$ cat src/hw/housekeeping_pkg.sv
// Constants and types shared by the modem reset, self-test and sleep logic.
// Behaviour
// (RULE_01) Self-test core, both working memories, parameter memory.
// (RULE_02) Memory failure: one pulse per 1.5 s.
// (RULE_03) Core failure: three pulse cycles per group.
// (RULE_04) Parameter memory failure reported to host, not indicator.
// (RULE_05) Sleep after idle timeout without line connection.
// (RULE_06) Sleep powers down everything except clocks.
// (RULE_07) Ring or host character wakes device.
// (RULE_08) Reset input low holds reset, clears memory.
// (RULE_09) Host holds reset low 15 ms minimum.
// (RULE_10) Device ready 25 ms after reset release; the code also waits for the self-tests to end before raising ready.
// (RULE_11) Speaker follows comparator in data and fax.
// (RULE_12) Pattern repeats until reset; quiet when passing.
package housekeeping_pkg;

    // ------------------------------------------------------------------
    // Timing
    // ------------------------------------------------------------------
    localparam int unsigned CLK_HZ = 100_000_000;
    localparam int unsigned CYC_PER_MS = CLK_HZ / 1000;
    localparam int unsigned RESET_HOLD_MIN_MS = 15;
    localparam int unsigned READY_DELAY_MS = 25;
    localparam int unsigned READY_DELAY_CYC = READY_DELAY_MS * CYC_PER_MS;
    localparam int unsigned SLOT_MS = 500;
    localparam int unsigned SLOT_CYC = SLOT_MS * CYC_PER_MS;
    localparam int unsigned GROUP_PERIOD_MS = 1500;
    localparam int unsigned TEST_TIMEOUT_MS = 10;
    localparam int unsigned TEST_TIMEOUT_CYC = TEST_TIMEOUT_MS * CYC_PER_MS;
    localparam int unsigned CNT_W = 32;

    // ------------------------------------------------------------------
    // Indicator patterns, one bit per half-second slot, slot 0 first
    // ------------------------------------------------------------------
    localparam int unsigned SLOT_W = 4;
    localparam logic [8:0] RAM_PATTERN = 9'h001;
    localparam logic [SLOT_W-1:0] RAM_LAST_SLOT = 4'h2;
    localparam logic [8:0] CORE_PATTERN = 9'h015;
    localparam logic [SLOT_W-1:0] CORE_LAST_SLOT = 4'h8;

    // ------------------------------------------------------------------
    // Memory clear and sleep setting
    // ------------------------------------------------------------------
    localparam int unsigned MEM_ADDR_W = 10;
    localparam logic [MEM_ADDR_W-1:0] MEM_LAST_ADDR = 10'h3ff;
    localparam int unsigned TIMEOUT_W = 8;
    localparam logic [TIMEOUT_W-1:0] TIMEOUT_OFF = 8'h00;

    typedef enum logic [1:0] {
        TEST_CORE = 2'b00,
        TEST_IRAM = 2'b01,
        TEST_ERAM = 2'b10,
        TEST_NVRAM = 2'b11
    } test_sel_t;

    typedef enum logic [1:0] {
        MODE_DATA = 2'b00,
        MODE_FAX = 2'b01,
        MODE_VOICE = 2'b10,
        MODE_IDLE = 2'b11
    } line_mode_t;

    typedef enum logic [1:0] {
        ST_CLEAR = 2'b00,
        ST_TEST_START = 2'b01,
        ST_TEST_WAIT = 2'b10,
        ST_RUN = 2'b11
    } top_state_t;

endpackage : housekeeping_pkg

$ cat src/hw/self_test_blinker.sv
// Self-test indicator pattern generator.
`timescale 1ns/1ps
module self_test_blinker
    import housekeeping_pkg::*;
(
    input wire logic ref_clk_i,
    input wire logic rst_b_i,
    input wire logic run_i,
    input wire logic half_tick_i,
    input wire logic ram_fail_i,
    input wire logic core_fail_i,
    output logic ind_b_o
);

    typedef struct packed {
        logic [SLOT_W-1:0] slot;
        logic ind_b;
    } blink_state_t;

    blink_state_t cur_ff;
    blink_state_t nxt_cur;

    always_comb
    begin
        logic [8:0] pat;
        logic [SLOT_W-1:0] last;
        logic [SLOT_W-1:0] slot;
        pat = core_fail_i ? CORE_PATTERN : RAM_PATTERN;
        last = core_fail_i ? CORE_LAST_SLOT : RAM_LAST_SLOT;
        slot = cur_ff.slot;
        nxt_cur = cur_ff;
        if (!run_i || !(ram_fail_i || core_fail_i))
        begin
            nxt_cur.slot = '0; // RULE_12
            nxt_cur.ind_b = 1'b1; // RULE_12
        end
        else
        begin
            if (half_tick_i)
            begin
                slot = (cur_ff.slot >= last) ? '0 : cur_ff.slot + 4'h1; // RULE_12
            end
            nxt_cur.slot = slot;
            nxt_cur.ind_b = ~pat[slot]; // RULE_02 RULE_03
        end
    end

    always_ff @(posedge ref_clk_i or negedge rst_b_i)
    begin
        if (!rst_b_i)
        begin
            cur_ff <= '{slot: '0, ind_b: 1'b1};
        end
        else
        begin
            cur_ff <= nxt_cur;
        end
    end

    assign ind_b_o = cur_ff.ind_b;

endmodule : self_test_blinker

$ cat src/hw/sleep_ctrl.sv
// Idle timer and sleep state of the modem.
`timescale 1ns/1ps
module sleep_ctrl
    import housekeeping_pkg::*;
(
    input wire logic ref_clk_i,
    input wire logic rst_b_i,
    input wire logic enable_i,
    input wire logic sec_tick_i,
    input wire logic [TIMEOUT_W-1:0] sleep_idle_timeout_setting_i,
    input wire logic line_connected_i,
    input wire logic host_char_i,
    input wire logic ring_detect_i,
    output logic asleep_o
);

    typedef struct packed {
        logic [TIMEOUT_W-1:0] idle_sec;
        logic asleep;
    } sleep_state_t;

    sleep_state_t cur_ff;
    sleep_state_t nxt_cur;

    always_comb
    begin
        nxt_cur = cur_ff;
        if (!enable_i)
        begin
            nxt_cur = '0;
        end
        else if (cur_ff.asleep)
        begin
            if (ring_detect_i || host_char_i)
            begin
                nxt_cur.asleep = 1'b0; // RULE_07
                nxt_cur.idle_sec = '0;
            end
        end
        else if (line_connected_i || host_char_i)
        begin
            nxt_cur.idle_sec = '0; // RULE_05
        end
        else if (sleep_idle_timeout_setting_i != TIMEOUT_OFF)
        begin
            // Timeout lowered below the elapsed count still sleeps.
            if (cur_ff.idle_sec >= sleep_idle_timeout_setting_i)
            begin
                nxt_cur.asleep = 1'b1; // RULE_05
            end
            else if (sec_tick_i)
            begin
                nxt_cur.idle_sec = cur_ff.idle_sec + 8'h01;
            end
        end
        else
        begin
            nxt_cur.idle_sec = '0;
        end
    end

    always_ff @(posedge ref_clk_i or negedge rst_b_i)
    begin
        if (!rst_b_i)
        begin
            cur_ff <= '0;
        end
        else
        begin
            cur_ff <= nxt_cur;
        end
    end

    assign asleep_o = cur_ff.asleep;

endmodule : sleep_ctrl

$ cat src/hw/modem_reset_selftest_sleep.sv
// Modem housekeeping: reset release, memory clear, self-tests, indicator, sleep, speaker.
`timescale 1ns/1ps
module modem_reset_selftest_sleep
    import housekeeping_pkg::*;
#(
    parameter int unsigned READY_CYC = READY_DELAY_CYC,
    parameter int unsigned HALF_SEC_CYC = SLOT_CYC,
    parameter int unsigned TEST_LIMIT_CYC = TEST_TIMEOUT_CYC
)
(
    input wire logic ref_clk_i,
    input wire logic rst_b_i,
    input wire logic test_done_i,
    input wire logic test_fail_i,
    input wire logic nvram_present_i,
    input wire logic [TIMEOUT_W-1:0] sleep_idle_timeout_setting_i,
    input wire logic line_connected_i,
    input wire logic host_char_i,
    input wire logic ring_detect_i,
    input wire logic [1:0] line_mode_i,
    input wire logic comparator_i,
    output logic ready_o,
    output logic mem_clear_we_o,
    output logic [MEM_ADDR_W-1:0] mem_clear_addr_o,
    output logic test_start_o,
    output logic [1:0] test_sel_o,
    output logic ram_fail_o,
    output logic core_fail_o,
    output logic nvram_fail_o,
    output logic self_test_ind_b_o,
    output logic sleep_o,
    output logic power_down_o,
    output logic clock_run_o,
    output logic speaker_square_out_o
);

    // ------------------------------------------------------------------
    // State record
    // ------------------------------------------------------------------
    typedef struct packed {
        top_state_t st;
        logic [MEM_ADDR_W-1:0] addr;
        logic clr_we;
        test_sel_t sel;
        logic start;
        logic [CNT_W-1:0] test_cnt;
        logic core_fail;
        logic ram_fail;
        logic nvram_fail;
        logic tests_done;
        logic [CNT_W-1:0] rdy_cnt;
        logic delay_done;
        logic ready;
        logic [CNT_W-1:0] div_cnt;
        logic half_tick;
        logic sec_phase;
        logic sec_tick;
        logic spk;
        logic clk_run;
        logic pwr_down;
    } core_state_t;

    localparam core_state_t CORE_RESET = '{
        st: ST_CLEAR,
        addr: '0,
        clr_we: 1'b0,
        sel: TEST_CORE,
        start: 1'b0,
        test_cnt: '0,
        core_fail: 1'b0,
        ram_fail: 1'b0,
        nvram_fail: 1'b0,
        tests_done: 1'b0,
        rdy_cnt: '0,
        delay_done: 1'b0,
        ready: 1'b0,
        div_cnt: '0,
        half_tick: 1'b0,
        sec_phase: 1'b0,
        sec_tick: 1'b0,
        spk: 1'b0,
        clk_run: 1'b1,
        pwr_down: 1'b0
    };

    core_state_t cur_ff;
    core_state_t nxt_cur;
    logic asleep;
    logic spk_mode;
    logic test_timeout;

    assign spk_mode = (line_mode_i == MODE_DATA) || (line_mode_i == MODE_FAX);
    assign test_timeout = (cur_ff.test_cnt == CNT_W'(TEST_LIMIT_CYC - 1));

    // ------------------------------------------------------------------
    // Next-state logic
    // ------------------------------------------------------------------
    always_comb
    begin
        nxt_cur = cur_ff;
        nxt_cur.start = 1'b0;
        nxt_cur.half_tick = 1'b0;
        nxt_cur.sec_tick = 1'b0;
        nxt_cur.clk_run = 1'b1; // RULE_06

        // The ready delay counts from release, independent of the tests.
        if (!cur_ff.delay_done)
        begin
            if (cur_ff.rdy_cnt == CNT_W'(READY_CYC - 1))
            begin
                nxt_cur.delay_done = 1'b1; // RULE_10
            end
            else
            begin
                nxt_cur.rdy_cnt = cur_ff.rdy_cnt + 32'h1;
            end
        end
        // Ready waits for both the delay and the end of the tests, so a slow
        // test engine postpones readiness instead of exposing a half-tested part.
        nxt_cur.ready = cur_ff.delay_done && cur_ff.tests_done; // RULE_10

        unique case (cur_ff.st)
            ST_CLEAR:
            begin
                nxt_cur.clr_we = 1'b1; // RULE_08
                if (cur_ff.clr_we)
                begin
                    nxt_cur.addr = cur_ff.addr + 10'h001; // RULE_08
                    if (cur_ff.addr == MEM_LAST_ADDR)
                    begin
                        nxt_cur.clr_we = 1'b0;
                        nxt_cur.addr = '0;
                        nxt_cur.st = ST_TEST_START;
                        nxt_cur.sel = TEST_CORE; // RULE_01
                    end
                end
            end
            ST_TEST_START:
            begin
                if (cur_ff.sel == TEST_NVRAM && !nvram_present_i)
                begin
                    nxt_cur.nvram_fail = 1'b1; // RULE_04
                    nxt_cur.tests_done = 1'b1;
                    nxt_cur.st = ST_RUN;
                end
                else
                begin
                    nxt_cur.start = 1'b1; // RULE_01
                    nxt_cur.test_cnt = '0;
                    nxt_cur.st = ST_TEST_WAIT;
                end
            end
            ST_TEST_WAIT:
            begin
                nxt_cur.test_cnt = cur_ff.test_cnt + 32'h1;
                // A test engine that never answers is counted as a failure.
                if (test_done_i || test_timeout)
                begin
                    unique case (cur_ff.sel)
                        TEST_CORE:
                        begin
                            nxt_cur.core_fail = test_fail_i || !test_done_i; // RULE_03
                        end
                        TEST_IRAM, TEST_ERAM:
                        begin
                            if (test_fail_i || !test_done_i)
                            begin
                                nxt_cur.ram_fail = 1'b1; // RULE_02
                            end
                        end
                        TEST_NVRAM:
                        begin
                            nxt_cur.nvram_fail = test_fail_i || !test_done_i; // RULE_04
                        end
                    endcase
                    if (cur_ff.sel == TEST_NVRAM)
                    begin
                        nxt_cur.tests_done = 1'b1;
                        nxt_cur.st = ST_RUN;
                    end
                    else
                    begin
                        nxt_cur.sel = test_sel_t'(cur_ff.sel + 2'b01); // RULE_01
                        nxt_cur.st = ST_TEST_START;
                    end
                end
            end
            ST_RUN:
            begin
                nxt_cur.st = ST_RUN;
            end
        endcase

        // ------------------------------------------------------------------
        // Half-second divider, started when the tests end so that the first
        // indicator slot has its full length.
        // ------------------------------------------------------------------
        if (cur_ff.st != ST_RUN)
        begin
            nxt_cur.div_cnt = '0;
            nxt_cur.sec_phase = 1'b0;
        end
        else if (cur_ff.div_cnt == CNT_W'(HALF_SEC_CYC - 1))
        begin
            nxt_cur.div_cnt = '0;
            nxt_cur.half_tick = 1'b1; // RULE_02
            nxt_cur.sec_phase = ~cur_ff.sec_phase;
            nxt_cur.sec_tick = cur_ff.sec_phase; // RULE_05
        end
        else
        begin
            nxt_cur.div_cnt = cur_ff.div_cnt + 32'h1;
        end

        // ------------------------------------------------------------------
        // Speaker and power control
        // ------------------------------------------------------------------
        nxt_cur.spk = comparator_i && spk_mode && cur_ff.ready && !asleep; // RULE_11
        nxt_cur.pwr_down = asleep; // RULE_06
    end

    always_ff @(posedge ref_clk_i or negedge rst_b_i)
    begin
        if (!rst_b_i)
        begin
            cur_ff <= CORE_RESET; // RULE_08
        end
        else
        begin
            cur_ff <= nxt_cur;
        end
    end

    // ------------------------------------------------------------------
    // Indicator and sleep
    // ------------------------------------------------------------------
    self_test_blinker u_blinker (
        .ref_clk_i(ref_clk_i),
        .rst_b_i(rst_b_i),
        .run_i(cur_ff.tests_done),
        .half_tick_i(cur_ff.half_tick),
        .ram_fail_i(cur_ff.ram_fail),
        .core_fail_i(cur_ff.core_fail),
        .ind_b_o(self_test_ind_b_o)
    );

    sleep_ctrl u_sleep (
        .ref_clk_i(ref_clk_i),
        .rst_b_i(rst_b_i),
        .enable_i(cur_ff.ready),
        .sec_tick_i(cur_ff.sec_tick),
        .sleep_idle_timeout_setting_i(sleep_idle_timeout_setting_i),
        .line_connected_i(line_connected_i),
        .host_char_i(host_char_i),
        .ring_detect_i(ring_detect_i),
        .asleep_o(asleep)
    );

    assign sleep_o = asleep;
    assign ready_o = cur_ff.ready;
    assign mem_clear_we_o = cur_ff.clr_we;
    assign mem_clear_addr_o = cur_ff.addr;
    assign test_start_o = cur_ff.start;
    assign test_sel_o = cur_ff.sel;
    assign ram_fail_o = cur_ff.ram_fail;
    assign core_fail_o = cur_ff.core_fail;
    assign nvram_fail_o = cur_ff.nvram_fail;
    assign power_down_o = cur_ff.pwr_down;
    assign clock_run_o = cur_ff.clk_run;
    assign speaker_square_out_o = cur_ff.spk;

endmodule : modem_reset_selftest_sleep

$ cat config.mk
export PLATFORM = sky130hd
export DESIGN_NAME = modem_reset_selftest_sleep
export DESIGN_NICKNAME = d
export VERILOG_FILES = /design/src/hw/housekeeping_pkg.sv /design/src/hw/self_test_blinker.sv /design/src/hw/sleep_ctrl.sv /design/src/hw/modem_reset_selftest_sleep.sv
export SDC_FILE = /design/constraint.sdc
export NUM_CORES = 1
export LEC_CHECK = 0
export BUFFER_PORTS_ARGS = -buffer_cell sky130_fd_sc_hd__buf_2
export CORE_MARGIN = 1.5
export CORE_UTILIZATION = 45
export CTS_BUF_LIST = sky130_fd_sc_hd__clkbuf_8
export DETAILED_ROUTE_END_ITERATION = 7
export HOLD_SLACK_MARGIN = 0.06
export PLACE_DENSITY_LB_ADDON = 0.12
export SYNTH_ARGS = -nofsm -noshare
export SYNTH_HDL_FRONTEND = slang
export SYNTH_HIERARCHICAL = 1
export SYNTH_SLANG_ARGS = --single-unit
$ cat constraint.sdc
create_clock -name ref_clk_i -period 2.35 [get_ports ref_clk_i]
set_clock_uncertainty 0.1 [all_clocks]
set_input_delay 0.47 -clock ref_clk_i [delete_from_list [all_inputs] [get_ports ref_clk_i]]
set_output_delay 0.47 -clock ref_clk_i [all_outputs]
set_load 0.01 [all_outputs]
# After elaboration in Yosys (flattened, before gate mapping)
# Index checks and enable logic that the tools add are counted.
# op_classes
mux	43
n_eq_ne	22
n_reduce_logical	34
addsub	7
bitwise	4
magnitude_cmp	3
# op_table
cell	n
$add A32 B1 Y32 const B	3
$mux W32	2
$pmux W32 S2	1
$mux W33	1
$eq A32 B20 Y1 const B	1
$eq A32 B22 Y1 const B	1
$eq A32 B26 Y1 const B	1
$mux W8	4
$mux W15	2
$mux W9	3
$mux W4	4
$ne A2 B2 Y1 const B	8
$mux W1	13
$mux W2	6
$add A10 B1 Y10 const B	1
$eq A10 B10 Y1 const B	1
$mux W5	2
$ne A5 B3 Y1 const B	2
$reduce_and A3 Y1	3
$add A8 B1 Y8 const B	1
$eq A2 B2 Y1 const B	4
$ge A8 B8 Y1	1
$pmux W2 S2	2
$pmux W2 S4	1
19 further kinds	45
# word_totals
out_inout_bits	23
elab_cells	136
reg_bits	137
in_bits	19

# Depth between registers and ports, before layout
# logic_depth
depth_word	9
depth_mapped	9
mapped_depth_nobuf	7

# Modules after synthesis
# Netlist, hierarchy kept.
# by_module_without_submodules
mod	seq_area_each_um2	instances	area_each_um2	cells_per_inst
modem_reset_selftest_sleep	3078.0	1	6135.9	612
sleep_ctrl	225.2	1	830.8	92
self_test_blinker	126.4	1	346.6	39

# Least setup slack after synthesis
# No wires, ideal clock.
# synth_path
kind	flip-flop to flip-flop
start	reg cur_ff, in the netlist test_sel_o[0]
end	reg cur_ff[105] (netlist bit)
n_path_buf	3
period_less_slack_ns	2.103
path_stages_with_launch	9
setup_ns	0.130
slack_ns	0.247
required_ns	2.120
arrival_ns	1.873
path_cell_list	dfrtp_1 ha_1 clkbuf_1 nor2b_1 or3b_2 clkbuf_1 clkbuf_1 o211ai_1 o31ai_1
# synth_between
elab_chain_len	4
# synth_rtl
element	line	text
from (decl)	modem_reset_selftest_sleep.sv:86	core_state_t cur_ff;
from (signal assigned)	modem_reset_selftest_sleep.sv:230	cur_ff <= nxt_cur;
$eq A2 B2 Y1	modem_reset_selftest_sleep.sv:140	if (cur_ff.sel == TEST_NVRAM && !nvram_present_i)
$logic_and A1 B1 Y1	modem_reset_selftest_sleep.sv:140	
$ne A2 B2 Y1 (no source line)	n/a	
$reduce_and A2 Y1 (no source line)	n/a	
# Every way passes these cells.
# A chain may end at the register's enable or synchronous reset.

# Final worst setup path
# layout_path
start	reg cur_ff[40] (netlist bit)
end	reg cur_ff[59] (netlist bit)
# layout_between
elab_chain_len	3
word_cells_on_any_way	4
classes_between	add/sub: 1; eq/ne: 1; bitwise: 1; reduce/logical: 1
# layout_rtl
element
parallel branches: the longest is 3 deep, another holds $add A32 B1 Y32
# Several ways; the timed one is not identified.

==> results.toml <==
[clock_network]
clock_path_buffers = 2
clk_pin_slew_worst_paths_ns = 0.08
htreeDepth = 4
post-cts-setup-buffers = 0
cts_buffers = 17
cts_resized = 0
clkSinkCount = 137
cts_tree = "yes"
clock-root-buffer = "clkbuf_8"
clock_latency_ns = 0.43
holdBufCountCts = 1

[floorplanning]
io_pins = 42
die_h_um = 130
die-area_um2 = 17000
core_um2 = 15900
dieWidth_um = 130
initial_core_util_pct = 46.0
rows = 46

[sta]
holdWs_ns = 0.0992
fin_setup_tns_ns = 0
maxSlewHeadroom_pct = 47.4
hold_viol = 0
setup_violations = 0
fmax_ghz = 0.451
rsz0062_at_grt = "no"
tightest_slew_ns = 0.788
min_period_ns = 2.22
setup_ws_ns = 0.131
slew_violations = 0
fin_crit_sh_pct = 94.4

[run_status]
status = "completed"

[worst_setup_path]
path_cells = "ha_1 -> nand4_1 -> nor4_4 -> a21oi_2 -> inv_2 -> or3_1 -> xnor2_1"
cp_top_family = "simple AND/OR/NAND/NOR gates"
timing.rr.end = "cur_ff[59]"
rr_startpoint = "cur_ff[40]"
crit_buf_inv = 1
crit_path_end_kind = "flip-flop"
start_kind = "flip-flop"
crit_fanout = 9
critPathMaxStageDelay_ns = 0.42
reg2reg_depth = 7
cp_data_arrival_time_ns = 2.44
cp_slowest_cell = "dfrtp_1"
rrSetupSlack_ns = 0.13
critPathKind = "flip-flop to flip-flop"
required_ns = 2.57

[final_layout]
antennaDiodeCount = 0
final_common_cell = "dfrtp_1"
drive_gt1_share_pct = 16.2
fin_nets = 832
regArea_um2 = 3430
num-fill-cells = 1467
multiInputGateArea_um2 = 3580
final_cell_count_no_fill = 1024
final_cell_mix = "dfrtp_1 (136), nand2_1 (73), nor2_1 (66), nand3_1 (48), nand4_1 (39)"
final_util_pct = 51.8
area_growth_pct = 12.6

[synth]
seq_area_frac_synth_pct = 46.9
syn_nets = 780
async_reset_ff_share_pct = 100
avgSynthCellArea_um2 = 9.84
syn_area_um2 = 7310
synth_cell_types = 73
ys.flop_type = "dfrtp_1"
synth_warnings = 6
synth_edf_count = 0
ys_ff_latch = 137
synthCells = 743
synth.largest_area_cell = "dfrtp_1"
synth.area.top_cells = "dfrtp_1 (47%), xnor2_1 (4.4%), nand2_1 (3.7%), nor2_1 (3.4%), xor2_1 (3.4%)"
synth_top_area_share_pct = 46.5

[drt]
drtPass1Iterations = 4
wl_um = 15600
drcViolationCount = 0
via_count = 5636
wl_per_cell_um = 15.3
final_antenna_net_count = 0
drt_iter0_drc = 296
avgViaCountPerCell = 5.50

[power_and_ir_drop]
peakVddDrop_mv = 0.374
clock_power_share_pct = 40.8
switching_power_mw = 1.15
switching_share_pct = 23.9
p_seq_share_pct = 53.1
comb_power_share_pct = 6.0
power_density_nw_per_um2 = 585
intPower_mw = 3.67
cellLeakagePower_nw = 3.76

[global_route]
grt_pass1_vias = 5617
gr-total-overflow = 0
grt_max_degree = 48
antenna_found_initial = 0
globalRouteTotalUtil_pct = 19.7
grt_pass1_wl_um = 26600

[flow_run]
maxCapViolCount = 0

[place]
port_buffers = 39
place_inst = 991
gp_congestion = 0.871
hpwl_um = 11200
dpl_worst_slack_ns = 0.0752

[hold_path]
hp-start = "line_mode_i[1]"
min_to = "speaker_square_out_o"
hold_path.class = "primary input to flip-flop"
hold_depth = 2
[registers in the layout, indices dropped and copies added, names as in the netlist]
register / count
cur_ff: 103
u_blinker/cur_ff: 4
u_sleep/asleep_o: 1
mem_clear_addr_o: 10
power_down_o: 1
core_fail_o: 1
ready_o: 1
u_sleep/cur_ff: 8
speaker_square_out_o: 1
u_blinker/ind_b_o: 1
test_sel_o: 2
ram_fail_o: 1
nvram_fail_o: 1
test_start_o: 1
mem_clear_we_o: 1
[worst max-delay path by stage]
| stage | startpoint | endpoint | slack, ns | cells past startpoint |
|---|---|---|---|---|
| global placement | sleep_idle_timeout_setting_i[3] | u_sleep/cur_ff[3] | 0.15 | 8 |
| finish | cur_ff[40] | cur_ff[59] | 0.13 | 7 |
| detailed placement | sleep_idle_timeout_setting_i[3] | u_sleep/cur_ff[2] | 0.08 | 8 |
| CTS | cur_ff[40] | cur_ff[59] | 0.12 | 7 |
| floorplan | test_sel_o[0] | cur_ff[105] | 0.25 | 8 |
| global route | cur_ff[40] | cur_ff[58] | 0.007 | 7 |
[layout make-up]
| type | count | share of cell area (%) |
|---|---|---|
| inverter | 30 | 1.37 |
| clock inverter | 9 | 1.17 |
| timing repair buffer | 66 | 5.24 |
| clock buffer | 23 | 3.84 |
| tap | 216 | 3.28 |
| sequential | 137 | 41.6 |
| multi-input combinational | 543 | 43.5 |
[synthesized netlist by cell type, types with 4 or more instances]
cell,number
dfrtp_1,136
nand2_1,73
nor2_1,66
nand3_1,48
nand4_1,39
xnor2_1,37
inv_1,28
xor2_1,28
o21ai_0,24
buf_4,18
ha_1,18
nor3_1,18
a21oi_1,15
clkbuf_1,14
nor4_1,13
and3_1,12
and4_1,12
o211ai_1,12
mux2i_1,10
and2_1,9
o31ai_1,9
a31oi_1,8
or4_1,5
nor2b_1,4
nor4_4,4
or3_1,4
[logic make-up after synthesis]
| family | share of synthesized area [%] |
|---|---|
| AO/OA/AOI/OAI | 10.3 |
| flip-flops | 46.9 |
| multiplexers | 1.37 |
| buffers and inverters | 4.17 |
| AND/OR/NAND/NOR | 26.3 |
| XOR/XNOR | 7.78 |
| adder cells (fa/ha/maj) | 3.08 |
| other | 0.0513 |
[metal layers]
layer,GRT usage (%),vias up,wire [um]
met5,0,-,0
met4,6.27,0,185
met3,4.28,12,401
met2,33.0,62,7500
met1,25.5,2773,7560
li1,-,2789,-
[stage by stage]
stage,instance area (um2),power (mW)
final,8240,4.82
after global routing,8240,5.05
after CTS,8240,4.89
after detailed placement,7810,2.90
after global placement,7810,2.88
after floorplan,7310,2.77
[power groups by stage]
stage                     combinational [mW]  clock, mW  sequential (mW)
after floorplan                        0.187          0             2.58
after global routing                   0.333       2.14             2.58
after CTS                              0.298       2.04             2.56
final                                  0.290       1.97             2.56
after detailed placement               0.296          0             2.60
after global placement                 0.282          0             2.60
(Power assumes the default switching activity.)
